<file path="config.mk">
export PLATFORM = sky130hd
export DESIGN_NAME = flash_id_readout
export DESIGN_NICKNAME = d
export VERILOG_FILES = /design/src/rtl/flash_id_pkg.sv /design/src/rtl/flash_id_readout.sv /design/src/rtl/pr_word_mem.sv
export SDC_FILE = /design/constraint.sdc
export NUM_CORES = 1
export LEC_CHECK = 0
export BUFFER_PORTS_ARGS = -buffer_cell sky130_fd_sc_hd__buf_2
export CORE_ASPECT_RATIO = 2
export CORE_MARGIN = 10
export CORE_UTILIZATION = 51
export CTS_BUF_LIST = sky130_fd_sc_hd__clkbuf_4
export DETAILED_ROUTE_END_ITERATION = 10
export PLACE_DENSITY = 0.68
export SLEW_MARGIN = 20
export SYNTH_ARGS = -nofsm -noshare
export SYNTH_HDL_FRONTEND = slang
export SYNTH_HIERARCHICAL = 1
export SYNTH_SLANG_ARGS = --single-unit
export TNS_END_PERCENT = 5
</file>
<file path="constraint.sdc">
create_clock -name clk_sys -period 4.4 [get_ports clk_sys]
set_input_delay 0.66 -clock clk_sys [delete_from_list [all_inputs] [get_ports clk_sys]]
set_output_delay 0.66 -clock clk_sys [all_outputs]
set_load 0.05 [all_outputs]
</file>
<file path="src/rtl/flash_id_pkg.sv">
// Constants, types and register layout for the identifier-space readout
//
// Behaviour
// - Identifier mode: offset 00 gives maker word, 01 gives part word (top/bottom).
// - Identifier mode: offset 03 gives the silicon revision word.
// - Identifier mode: offset 05 gives the live burst configuration contents.
// - Identifier mode: offset 80 gives the protection-area lock word.
// - Identifier mode: offsets 81..88 give unique number then user OTP words.
// - Identifier mode: offset 02 gives addressed block's protection state, codes 0000 to 0003.
package flash_id_pkg;

  localparam int ADDR_W = 21;
  localparam int WORD_W = 16;
  localparam int OFF_W = 8;
  localparam int WA_W = 9;

  ////////////////////////////////////////////////////////////////////////////
  // Bank-relative identifier offsets
  localparam logic [OFF_W-1:0] OFF_MAKER = 8'h00;
  localparam logic [OFF_W-1:0] OFF_PART = 8'h01;
  localparam logic [OFF_W-1:0] OFF_BLKPROT = 8'h02;
  localparam logic [OFF_W-1:0] OFF_REV = 8'h03;
  localparam logic [OFF_W-1:0] OFF_BCR = 8'h05;
  localparam logic [OFF_W-1:0] OFF_LOCK = 8'h80;
  localparam logic [OFF_W-1:0] OFF_PR_FIRST = 8'h81;
  localparam logic [OFF_W-1:0] OFF_PR_LAST = 8'h88;
  localparam logic [OFF_W-1:0] OFF_OTP_FIRST = 8'h85;

  ////////////////////////////////////////////////////////////////////////////
  // Write-port addresses
  localparam logic [WA_W-1:0] WA_BCR = 9'h005;
  localparam logic [WA_W-1:0] WA_LOCK = 9'h080;
  localparam logic [WA_W-1:0] WA_BLK_BASE = 9'h100;
  localparam int WA_BLK_SEL = 8;

  ////////////////////////////////////////////////////////////////////////////
  // Protection codes and reset values
  localparam logic [1:0] PROT_UNLOCKED = 2'h0;
  localparam logic [1:0] PROT_LOCKED = 2'h1;
  localparam logic [1:0] PROT_DOWN_UNLOCKED = 2'h2;
  localparam logic [1:0] PROT_DOWN_LOCKED = 2'h3;
  localparam int PROT_LOCK_BIT = 0;
  localparam int PROT_DOWN_BIT = 1;
  localparam logic [WORD_W-1:0] LOCK_RESET = 16'h0006;
  localparam logic [WORD_W-1:0] LOCK_MASK = 16'h0006;
  localparam int LOCK_OTP_BIT = 1;
  localparam logic [WORD_W-1:0] BCR_RESET = 16'h0000;
  localparam logic [WORD_W-1:0] WORD_ZERO = 16'h0000;
  localparam logic [WORD_W-1:0] WORD_ERASED = 16'hffff;

  ////////////////////////////////////////////////////////////////////////////
  // Block geometry
  localparam int PARAM_BLOCKS = 8;
  localparam int MAIN_BLOCKS = 63;
  localparam int BLOCKS = 71;
  localparam int BLK_W = 7;
  localparam int PARAM_SHIFT = 12;
  localparam int MAIN_SHIFT = 15;
  localparam int PR_WORDS = 8;
  localparam int PR_AW = 3;
  localparam int UID_WORDS = 4;

  typedef struct packed {
    logic stb;
    logic [WA_W-1:0] addr;
    logic [WORD_W-1:0] data;
  } wr_req_s;

endpackage

</file>
<file path="src/rtl/flash_id_readout.sv">
// Identifier-space read decode with protection, lock and burst-config state
`timescale 1ns/10ps
`default_nettype none
module flash_id_readout
  import flash_id_pkg::*;
#(
  parameter logic [WORD_W-1:0] MAKER_CODE = 16'h00a5, // Arbitrary value
  parameter logic [WORD_W-1:0] PART_TOP = 16'h5a10, // Arbitrary value
  parameter logic [WORD_W-1:0] PART_BOTTOM = 16'h5a11, // Arbitrary value
  parameter logic [WORD_W-1:0] SILICON_REV = 16'h0001, // Arbitrary value
  parameter logic [63:0] UNIQUE_ID = 64'h0123456789abcdef, // Arbitrary value
  parameter bit TOP_LAYOUT = 1'b1
) (
  input wire logic clk_sys,
  input wire logic rst,
  input wire logic id_mode,
  input wire logic [ADDR_W-1:0] adr_pin,
  input wire logic latch_n_pin,
  input wire logic rd_stb,
  input wire wr_req_s wr,
  output logic [WORD_W-1:0] rd_data
);

  ////////////////////////////////////////////////////////////////////////////
  // Functions

  // Parameter blocks are 4 KWord, main blocks 32 KWord
  function automatic logic [BLK_W-1:0] blk_of(input logic [ADDR_W-1:0] a);
    logic [ADDR_W-MAIN_SHIFT-1:0] hi;
    logic [MAIN_SHIFT-PARAM_SHIFT-1:0] lo;
    hi = a[ADDR_W-1:MAIN_SHIFT];
    lo = a[MAIN_SHIFT-1:PARAM_SHIFT];
    if (TOP_LAYOUT) begin
      if (&hi) begin
        blk_of = BLK_W'(MAIN_BLOCKS) + BLK_W'(lo);
      end else begin
        blk_of = BLK_W'(hi);
      end
    end else begin
      if (hi == '0) begin
        blk_of = BLK_W'(lo);
      end else begin
        blk_of = BLK_W'(hi) + BLK_W'(PARAM_BLOCKS - 1);
      end
    end
  endfunction

  function automatic logic in_pr(input logic [OFF_W-1:0] o);
    in_pr = (o >= OFF_PR_FIRST) && (o <= OFF_PR_LAST);
  endfunction

  ////////////////////////////////////////////////////////////////////////////
  // Pin synchronisers and address latch

  logic [ADDR_W-1:0] adr_q1_ff, adr_q2_ff, lat_addr_ff, nxt_lat_addr;
  logic latch_q1_ff, latch_q2_ff, latch_q3_ff;
  logic latch_rise;

  // Address is taken on the rising edge of the latch input
  assign latch_rise = latch_q2_ff & ~latch_q3_ff;

  always_comb begin
    nxt_lat_addr = lat_addr_ff;
    if (latch_rise) begin
      nxt_lat_addr = adr_q2_ff;
    end
  end

  always_ff @(posedge clk_sys) begin
    if (rst) begin
      adr_q1_ff <= '0;
      adr_q2_ff <= '0;
      latch_q1_ff <= 1'b1;
      latch_q2_ff <= 1'b1;
      latch_q3_ff <= 1'b1;
      lat_addr_ff <= '0;
    end else begin
      adr_q1_ff <= adr_pin;
      adr_q2_ff <= adr_q1_ff;
      latch_q1_ff <= latch_n_pin;
      latch_q2_ff <= latch_q1_ff;
      latch_q3_ff <= latch_q2_ff;
      lat_addr_ff <= nxt_lat_addr;
    end
  end

  logic [OFF_W-1:0] lat_off;
  logic [BLK_W-1:0] lat_blk;
  assign lat_off = lat_addr_ff[OFF_W-1:0];
  assign lat_blk = blk_of(lat_addr_ff);

  ////////////////////////////////////////////////////////////////////////////
  // Configuration, lock word and block protection state

  logic [WORD_W-1:0] bcr_ff, nxt_bcr, lock_ff, nxt_lock;
  logic [1:0] prot_ff [BLOCKS];
  logic [1:0] nxt_prot [BLOCKS];
  logic [BLK_W-1:0] wr_blk;
  logic wr_is_blk, pr_wr_en;
  logic [PR_AW-1:0] pr_wr_addr;

  assign wr_blk = wr.addr[BLK_W-1:0];
  assign wr_is_blk = wr.addr[WA_BLK_SEL] && (wr_blk < BLK_W'(BLOCKS));

  always_comb begin
    nxt_bcr = bcr_ff;
    nxt_lock = lock_ff;
    nxt_prot = prot_ff;
    if (wr.stb) begin
      if (wr.addr == WA_BCR) begin
        nxt_bcr = wr.data;
      end
      // Lock bits program one way only, like the cells they mirror
      if (wr.addr == WA_LOCK) begin
        nxt_lock = lock_ff & (wr.data | ~LOCK_MASK);
      end
      if (wr_is_blk) begin
        if (wr.data[PROT_DOWN_BIT] || prot_ff[wr_blk][PROT_DOWN_BIT]) begin
          // Lock-down also locks and cannot be undone short of reset
          nxt_prot[wr_blk] = PROT_DOWN_LOCKED;
        end else begin
          nxt_prot[wr_blk] = {1'b0, wr.data[PROT_LOCK_BIT]};
        end
      end
    end
  end

  always_ff @(posedge clk_sys) begin
    if (rst) begin
      bcr_ff <= BCR_RESET;
      lock_ff <= LOCK_RESET;
      for (int i = 0; i < BLOCKS; i++) begin
        prot_ff[i] <= PROT_LOCKED;
      end
    end else begin
      bcr_ff <= nxt_bcr;
      lock_ff <= nxt_lock;
      prot_ff <= nxt_prot;
    end
  end

  // Unique number words are never writable; user words only while unlocked
  assign pr_wr_en = wr.stb && (wr.addr[WA_W-1:OFF_W] == '0) &&
                    (wr.addr[OFF_W-1:0] >= OFF_OTP_FIRST) &&
                    (wr.addr[OFF_W-1:0] <= OFF_PR_LAST) &&
                    lock_ff[LOCK_OTP_BIT];
  assign pr_wr_addr = PR_AW'(wr.addr[OFF_W-1:0] - OFF_PR_FIRST);

  ////////////////////////////////////////////////////////////////////////////
  // Protection-area words

  logic [PR_AW-1:0] pr_rd_addr, pr_prog_addr;
  logic [WORD_W-1:0] pr_q, pr_wr_data;

  // Read port follows the latched address, so a read needs two cycles' notice
  assign pr_rd_addr = PR_AW'(lat_off - OFF_PR_FIRST);
  assign pr_prog_addr = pr_wr_addr;
  assign pr_wr_data = wr.data;

  pr_word_mem #(
    .WIDTH(WORD_W),
    .DEPTH(PR_WORDS),
    .AW(PR_AW),
    .ID_WORDS(UID_WORDS),
    .UID(UNIQUE_ID)
  ) u_pr_mem (
    .clk_sys(clk_sys),
    .rst(rst),
    .wr_en(pr_wr_en),
    .wr_addr(pr_prog_addr),
    .wr_data(pr_wr_data),
    .rd_addr(pr_rd_addr),
    .rd_data(pr_q)
  );

  ////////////////////////////////////////////////////////////////////////////
  // Read decode

  logic [WORD_W-1:0] rd_data_ff, nxt_rd_data;

  always_comb begin
    nxt_rd_data = rd_data_ff;
    if (rd_stb) begin
      nxt_rd_data = WORD_ZERO;
      if (id_mode) begin
        if (lat_off == OFF_MAKER) begin
          nxt_rd_data = MAKER_CODE;
        end else if (lat_off == OFF_PART) begin
          nxt_rd_data = TOP_LAYOUT ? PART_TOP : PART_BOTTOM;
        end else if (lat_off == OFF_BLKPROT) begin
          nxt_rd_data = {{(WORD_W-2){1'b0}}, prot_ff[lat_blk]};
        end else if (lat_off == OFF_REV) begin
          nxt_rd_data = SILICON_REV;
        end else if (lat_off == OFF_BCR) begin
          nxt_rd_data = bcr_ff;
        end else if (lat_off == OFF_LOCK) begin
          nxt_rd_data = lock_ff;
        end else if (in_pr(lat_off)) begin
          nxt_rd_data = pr_q;
        end
      end
    end
  end

  always_ff @(posedge clk_sys) begin
    if (rst) begin
      rd_data_ff <= WORD_ZERO;
    end else begin
      rd_data_ff <= nxt_rd_data;
    end
  end

  assign rd_data = rd_data_ff;

  ////////////////////////////////////////////////////////////////////////////
  // Assertions

  logic id_rd;
  assign id_rd = rd_stb && id_mode;

  logic [BLK_W-1:0] ld_blk_ff;
  always_ff @(posedge clk_sys) begin
    ld_blk_ff <= wr_blk;
  end
endmodule
`default_nettype wire

</file>
<file path="src/rtl/pr_word_mem.sv">
// Small memory holding the unique number and user OTP words
`timescale 1ns/10ps
`default_nettype none
module pr_word_mem
  import flash_id_pkg::*;
#(
  parameter int WIDTH = 16,
  parameter int DEPTH = 8,
  parameter int AW = 3,
  parameter int ID_WORDS = 4,
  parameter logic [63:0] UID = 64'h0123456789abcdef
) (
  input wire logic clk_sys,
  input wire logic rst,
  input wire logic wr_en,
  input wire logic [AW-1:0] wr_addr,
  input wire logic [WIDTH-1:0] wr_data,
  input wire logic [AW-1:0] rd_addr,
  output logic [WIDTH-1:0] rd_data
);

  logic [WIDTH-1:0] mem_ff [DEPTH];
  logic [WIDTH-1:0] rd_ff;

  // Reset restores factory content; a real part keeps it in cells
  always_ff @(posedge clk_sys) begin
    if (rst) begin
      for (int i = 0; i < DEPTH; i++) begin
        if (i < ID_WORDS) begin
          mem_ff[i] <= UID[i*WIDTH +: WIDTH];
        end else begin
          mem_ff[i] <= WORD_ERASED[WIDTH-1:0];
        end
      end
      rd_ff <= '0;
    end else begin
      if (wr_en) begin
        mem_ff[wr_addr] <= wr_data;
      end
      rd_ff <= mem_ff[rd_addr];
    end
  end

  assign rd_data = rd_ff;

endmodule
`default_nettype wire

</file>
==> impl_results.md <==
- Initial DRC Count: 1205
- Number of synthesized flops with an enable pin: 128
- Max Slew Vio Count: 0
- Synth area leader: dfxtp_1
- Port bufs: 63
- Finished Layout Cells: 2264
- Final setup fails: 0
- Hold WC Path Type: in -> reg
- Startpoint types: flip-flop
- Syn_nets: 1767
- Starting Density: 51.41%
- CTS buffer count: 83
- Sw frac: 25.04%
- Initial antenna violation count: 3
- Worst reg2reg endpoint: rd_data[1]
- Clock skew: 0.05375 ns
- Site Rows: 95
- Routed WL: 54.31 mm
- DP HPWL: 37.40 mm
- # DRC: 0
- Worst slack on hold paths: 0.08804 ns
- Worst skew pair latency: 0.79 ns
- DRT antenna net count: 0
- First-pass DRT Iterations: 5
- Netlist cell types: 69
- RSZ-0062 raised after global routing: no
- Area Growth Syn to Fin: 11.04%
- Clock root buffer: clkbuf_4
- CP Max Fanout: 36
- Register area share after synthesis: 50.88%
- Core Region: 0.03352 mm^2
- NetSw: 1.668 mW
- TNS Setup: 0 ns
- Top cells by count, synth: dfxtp_1, nand2_1, a21oi_1
- Min cycle time layout: 3.559 ns
- Largest net degree at the start of global routing: 123
- Multi-input gate area: 0.007816 mm^2
- Comb pwr share: 5.7%
- Avg WL per Cell: 23.99 um
- TritonCTS clock tree: done
- Worst path required time: 5.12 ns
- Post-CTS sizing: 0
- Fmax: 281.0 MHz
- Vias: 14150
- Top cell type's share of synthesized area: 28.58%
- Pwr Density: 348.2 mW/mm^2
- Hold Path Sink: latch_q1_ff
- Worst IR Drop VDD: 212.1 uV
- Status: finished clean
- Clock share of power: 40.0%
- Mean post-synth cell area: 10.11 um^2
- Die width: 150.0 um
- Reg2reg setup slack: 0.84 ns
- Seq pwr share: 54.3%
- Ys Warns: 6
- Slew margin rel.: 28.94%
- # H-tree levels: 3
- CP arrival: 4.28 ns
- Placed Cells: 2119
- Vias per cell: 6.252
- Post-CTS Hold Fix Bufs: 0
- Worst Hold Launch: latch_n_pin
- Vias in the first global route: 14240
- Hold Path Cell Cnt: 2
- Synth Cell Area: 0.01723 mm^2
- Sequential Area: 0.008768 mm^2
- Clock buffer depth: 3
- R2R depth: 12
- Crit Path Category: reg -> reg
- Die height: 280.0 um
- Crit share post-route: 80.88%
- Final-report hold violation count: 0
- Layout cells sized above 1: 19.77%
- Final net count: 1830
- Setup repair bufs after CTS: 0
- Fill cells: 3026
- Static Leak: 6.539 nW
- Gr ovfl total: 0
- Most frequent cell after synthesis: dfxtp_1
- CTS Sinks: 374
- Total track usage: 25.97%
- Cells after Synth: 1705
- R2r startpoint: lat_addr_ff[12]
- Clock slew at reported path FFs: 0.07 ns
- Pint: 4.996 mW
- I/O Pins: 68
- Die Area: 0.04199 mm^2
- Synthesized flop and latch total: 374
- First-pass GRT wire length: 83.35 mm
- Critical Path Sink Type: flip-flop
- RePlAce Congestion: 1.021
- FFs w/ async S/R, synth: 0%
- Max-cap violations: 0
- Most common flop cell mapped by yosys: dfxtp_1
- Worst-Margin Slew: 1.039 ns
- Area contributors post-synth: dfxtp_1, edfxtp_1, mux4_2
per-stage QoR:
stage | worst slack, ns | util, % | power, mW | cell area, um^2
global route | 0.6294 | 57.08 | 6.924 | 19130
CTS | 1.073 | 57.06 | 6.719 | 19130
floorplan | 0.7319 | - | 3.914 | 17230
finish | 0.8414 | 57.09 | 6.664 | 19140
detailed placement | 0.5131 | 54.04 | 4.071 | 18110
global placement | 0.5523 | 54.04 | 4.066 | 18110
flip-flops by register name (all words and copies together), names as in the netlist:
| register | flops |
|---|---|
| adr_q1_ff | 17 |
| adr_q2_ff | 17 |
| bcr_ff | 16 |
| lat_addr_ff | 17 |
| latch_q1_ff | 1 |
| latch_q2_ff | 1 |
| latch_q3_ff | 1 |
| lock_ff | 2 |
| prot_ff | 142 |
| rd_data | 16 |
| u_pr_mem/mem_ff | 128 |
| u_pr_mem/rd_data | 16 |
layout by cell type, fill, tap and decap left out, types with 4 or more instances in the layout:
master,count
dfxtp_1,246
nand2_1,219
a21oi_1,137
edfxtp_1,128
nor2_1,126
clkbuf_4,118
or3_1,72
a311oi_1,68
buf_4,68
buf_2,62
a211o_1,54
mux4_2,49
nor2b_1,45
and2_1,43
nand3_1,40
mux2i_1,35
nand2b_1,24
or2_2,24
clkinv_1,19
inv_1,18
nor3_1,18
a221o_1,17
nand4_1,17
a221oi_1,14
a22oi_1,13
o21ai_0,11
a211oi_1,10
and3_1,10
ha_1,10
a31oi_1,9
mux2_2,6
a32oi_1,6
a2111oi_0,5
inv_2,4
or4_1,4
nor3_4,4
o2bb2ai_1,4
or2_1,4
buf_12,4
power groups by stage:
| stage | Clock, mW | Sequential [mW] | Combinational [mW] |
|---|---|---|---|
| after global placement | 0 | 3.70 | 0.370 |
| after detailed placement | 0 | 3.70 | 0.375 |
| after CTS | 2.73 | 3.62 | 0.376 |
| after floorplan | 0 | 3.70 | 0.217 |
| after global routing | 2.90 | 3.62 | 0.404 |
| final | 2.67 | 3.62 | 0.380 |
critical path, cell delays in order, from the launching register on:
cell and delay (ns):
dfxtp_1 0.43, inv_1 0.07, ha_1 0.20, ha_1 0.35, nand2_1 0.11, o21ai_4 0.37
buf_4 0.52, and2_1 0.20, a2111oi_0 0.06, nor3_1 0.60, a21oi_1 0.15, a211oi_1 0.24
a31o_1 0.18
logic make-up (layout without fill, tap and decap cells):
family / Yosys count / count (layout) / synth area share, %
other: 0 / 2 / 0
xor gates and xnor gates: 2 / 2 / 0.1017
buffers and inverters: 177 / 298 / 4.429
muxes: 90 / 90 / 8.828
AOI/OAI and AO/OA: 375 / 375 / 15.52
and+or+nand+nor: 677 / 677 / 19.51
DFF: 374 / 374 / 50.88
adders and majority gates: 10 / 10 / 0.7260
final cells by class:
class | instances | share of cell area, %
well taps | 436 | 2.851
multi-input cells | 1154 | 40.84
repair buffers | 135 | 4.779
flip-flops and latches | 374 | 45.82
diodes | 2 | 0.02615
clock inverters | 25 | 0.6603
clock buffers | 118 | 4.629
inverters | 20 | 0.3923
layer usage:
metal	vias to the layer above	GRT usage, %	routed length (um)
met1	6877	26.07	18240
li1	6466	-	-
met3	203	5.055	3287
met5	-	0	13
met4	2	17.04	3719
met2	606	47.06	29050
worst max-delay path by stage:
stage / endpoint / startpoint / slack [ns]
CTS: rd_data[0] / lat_addr_ff[12] / 1.07
finish: rd_data[1] / lat_addr_ff[12] / 0.84
global placement: prot_ff[74] / wr[17] / 0.55
floorplan: u_pr_mem/mem_ff[5][0] / wr[17] / 0.73
detailed placement: prot_ff[112] / wr[17] / 0.51
global route: rd_data[1] / lat_addr_ff[12] / 0.63
Note: power is estimated with default switching activity, not from simulation.
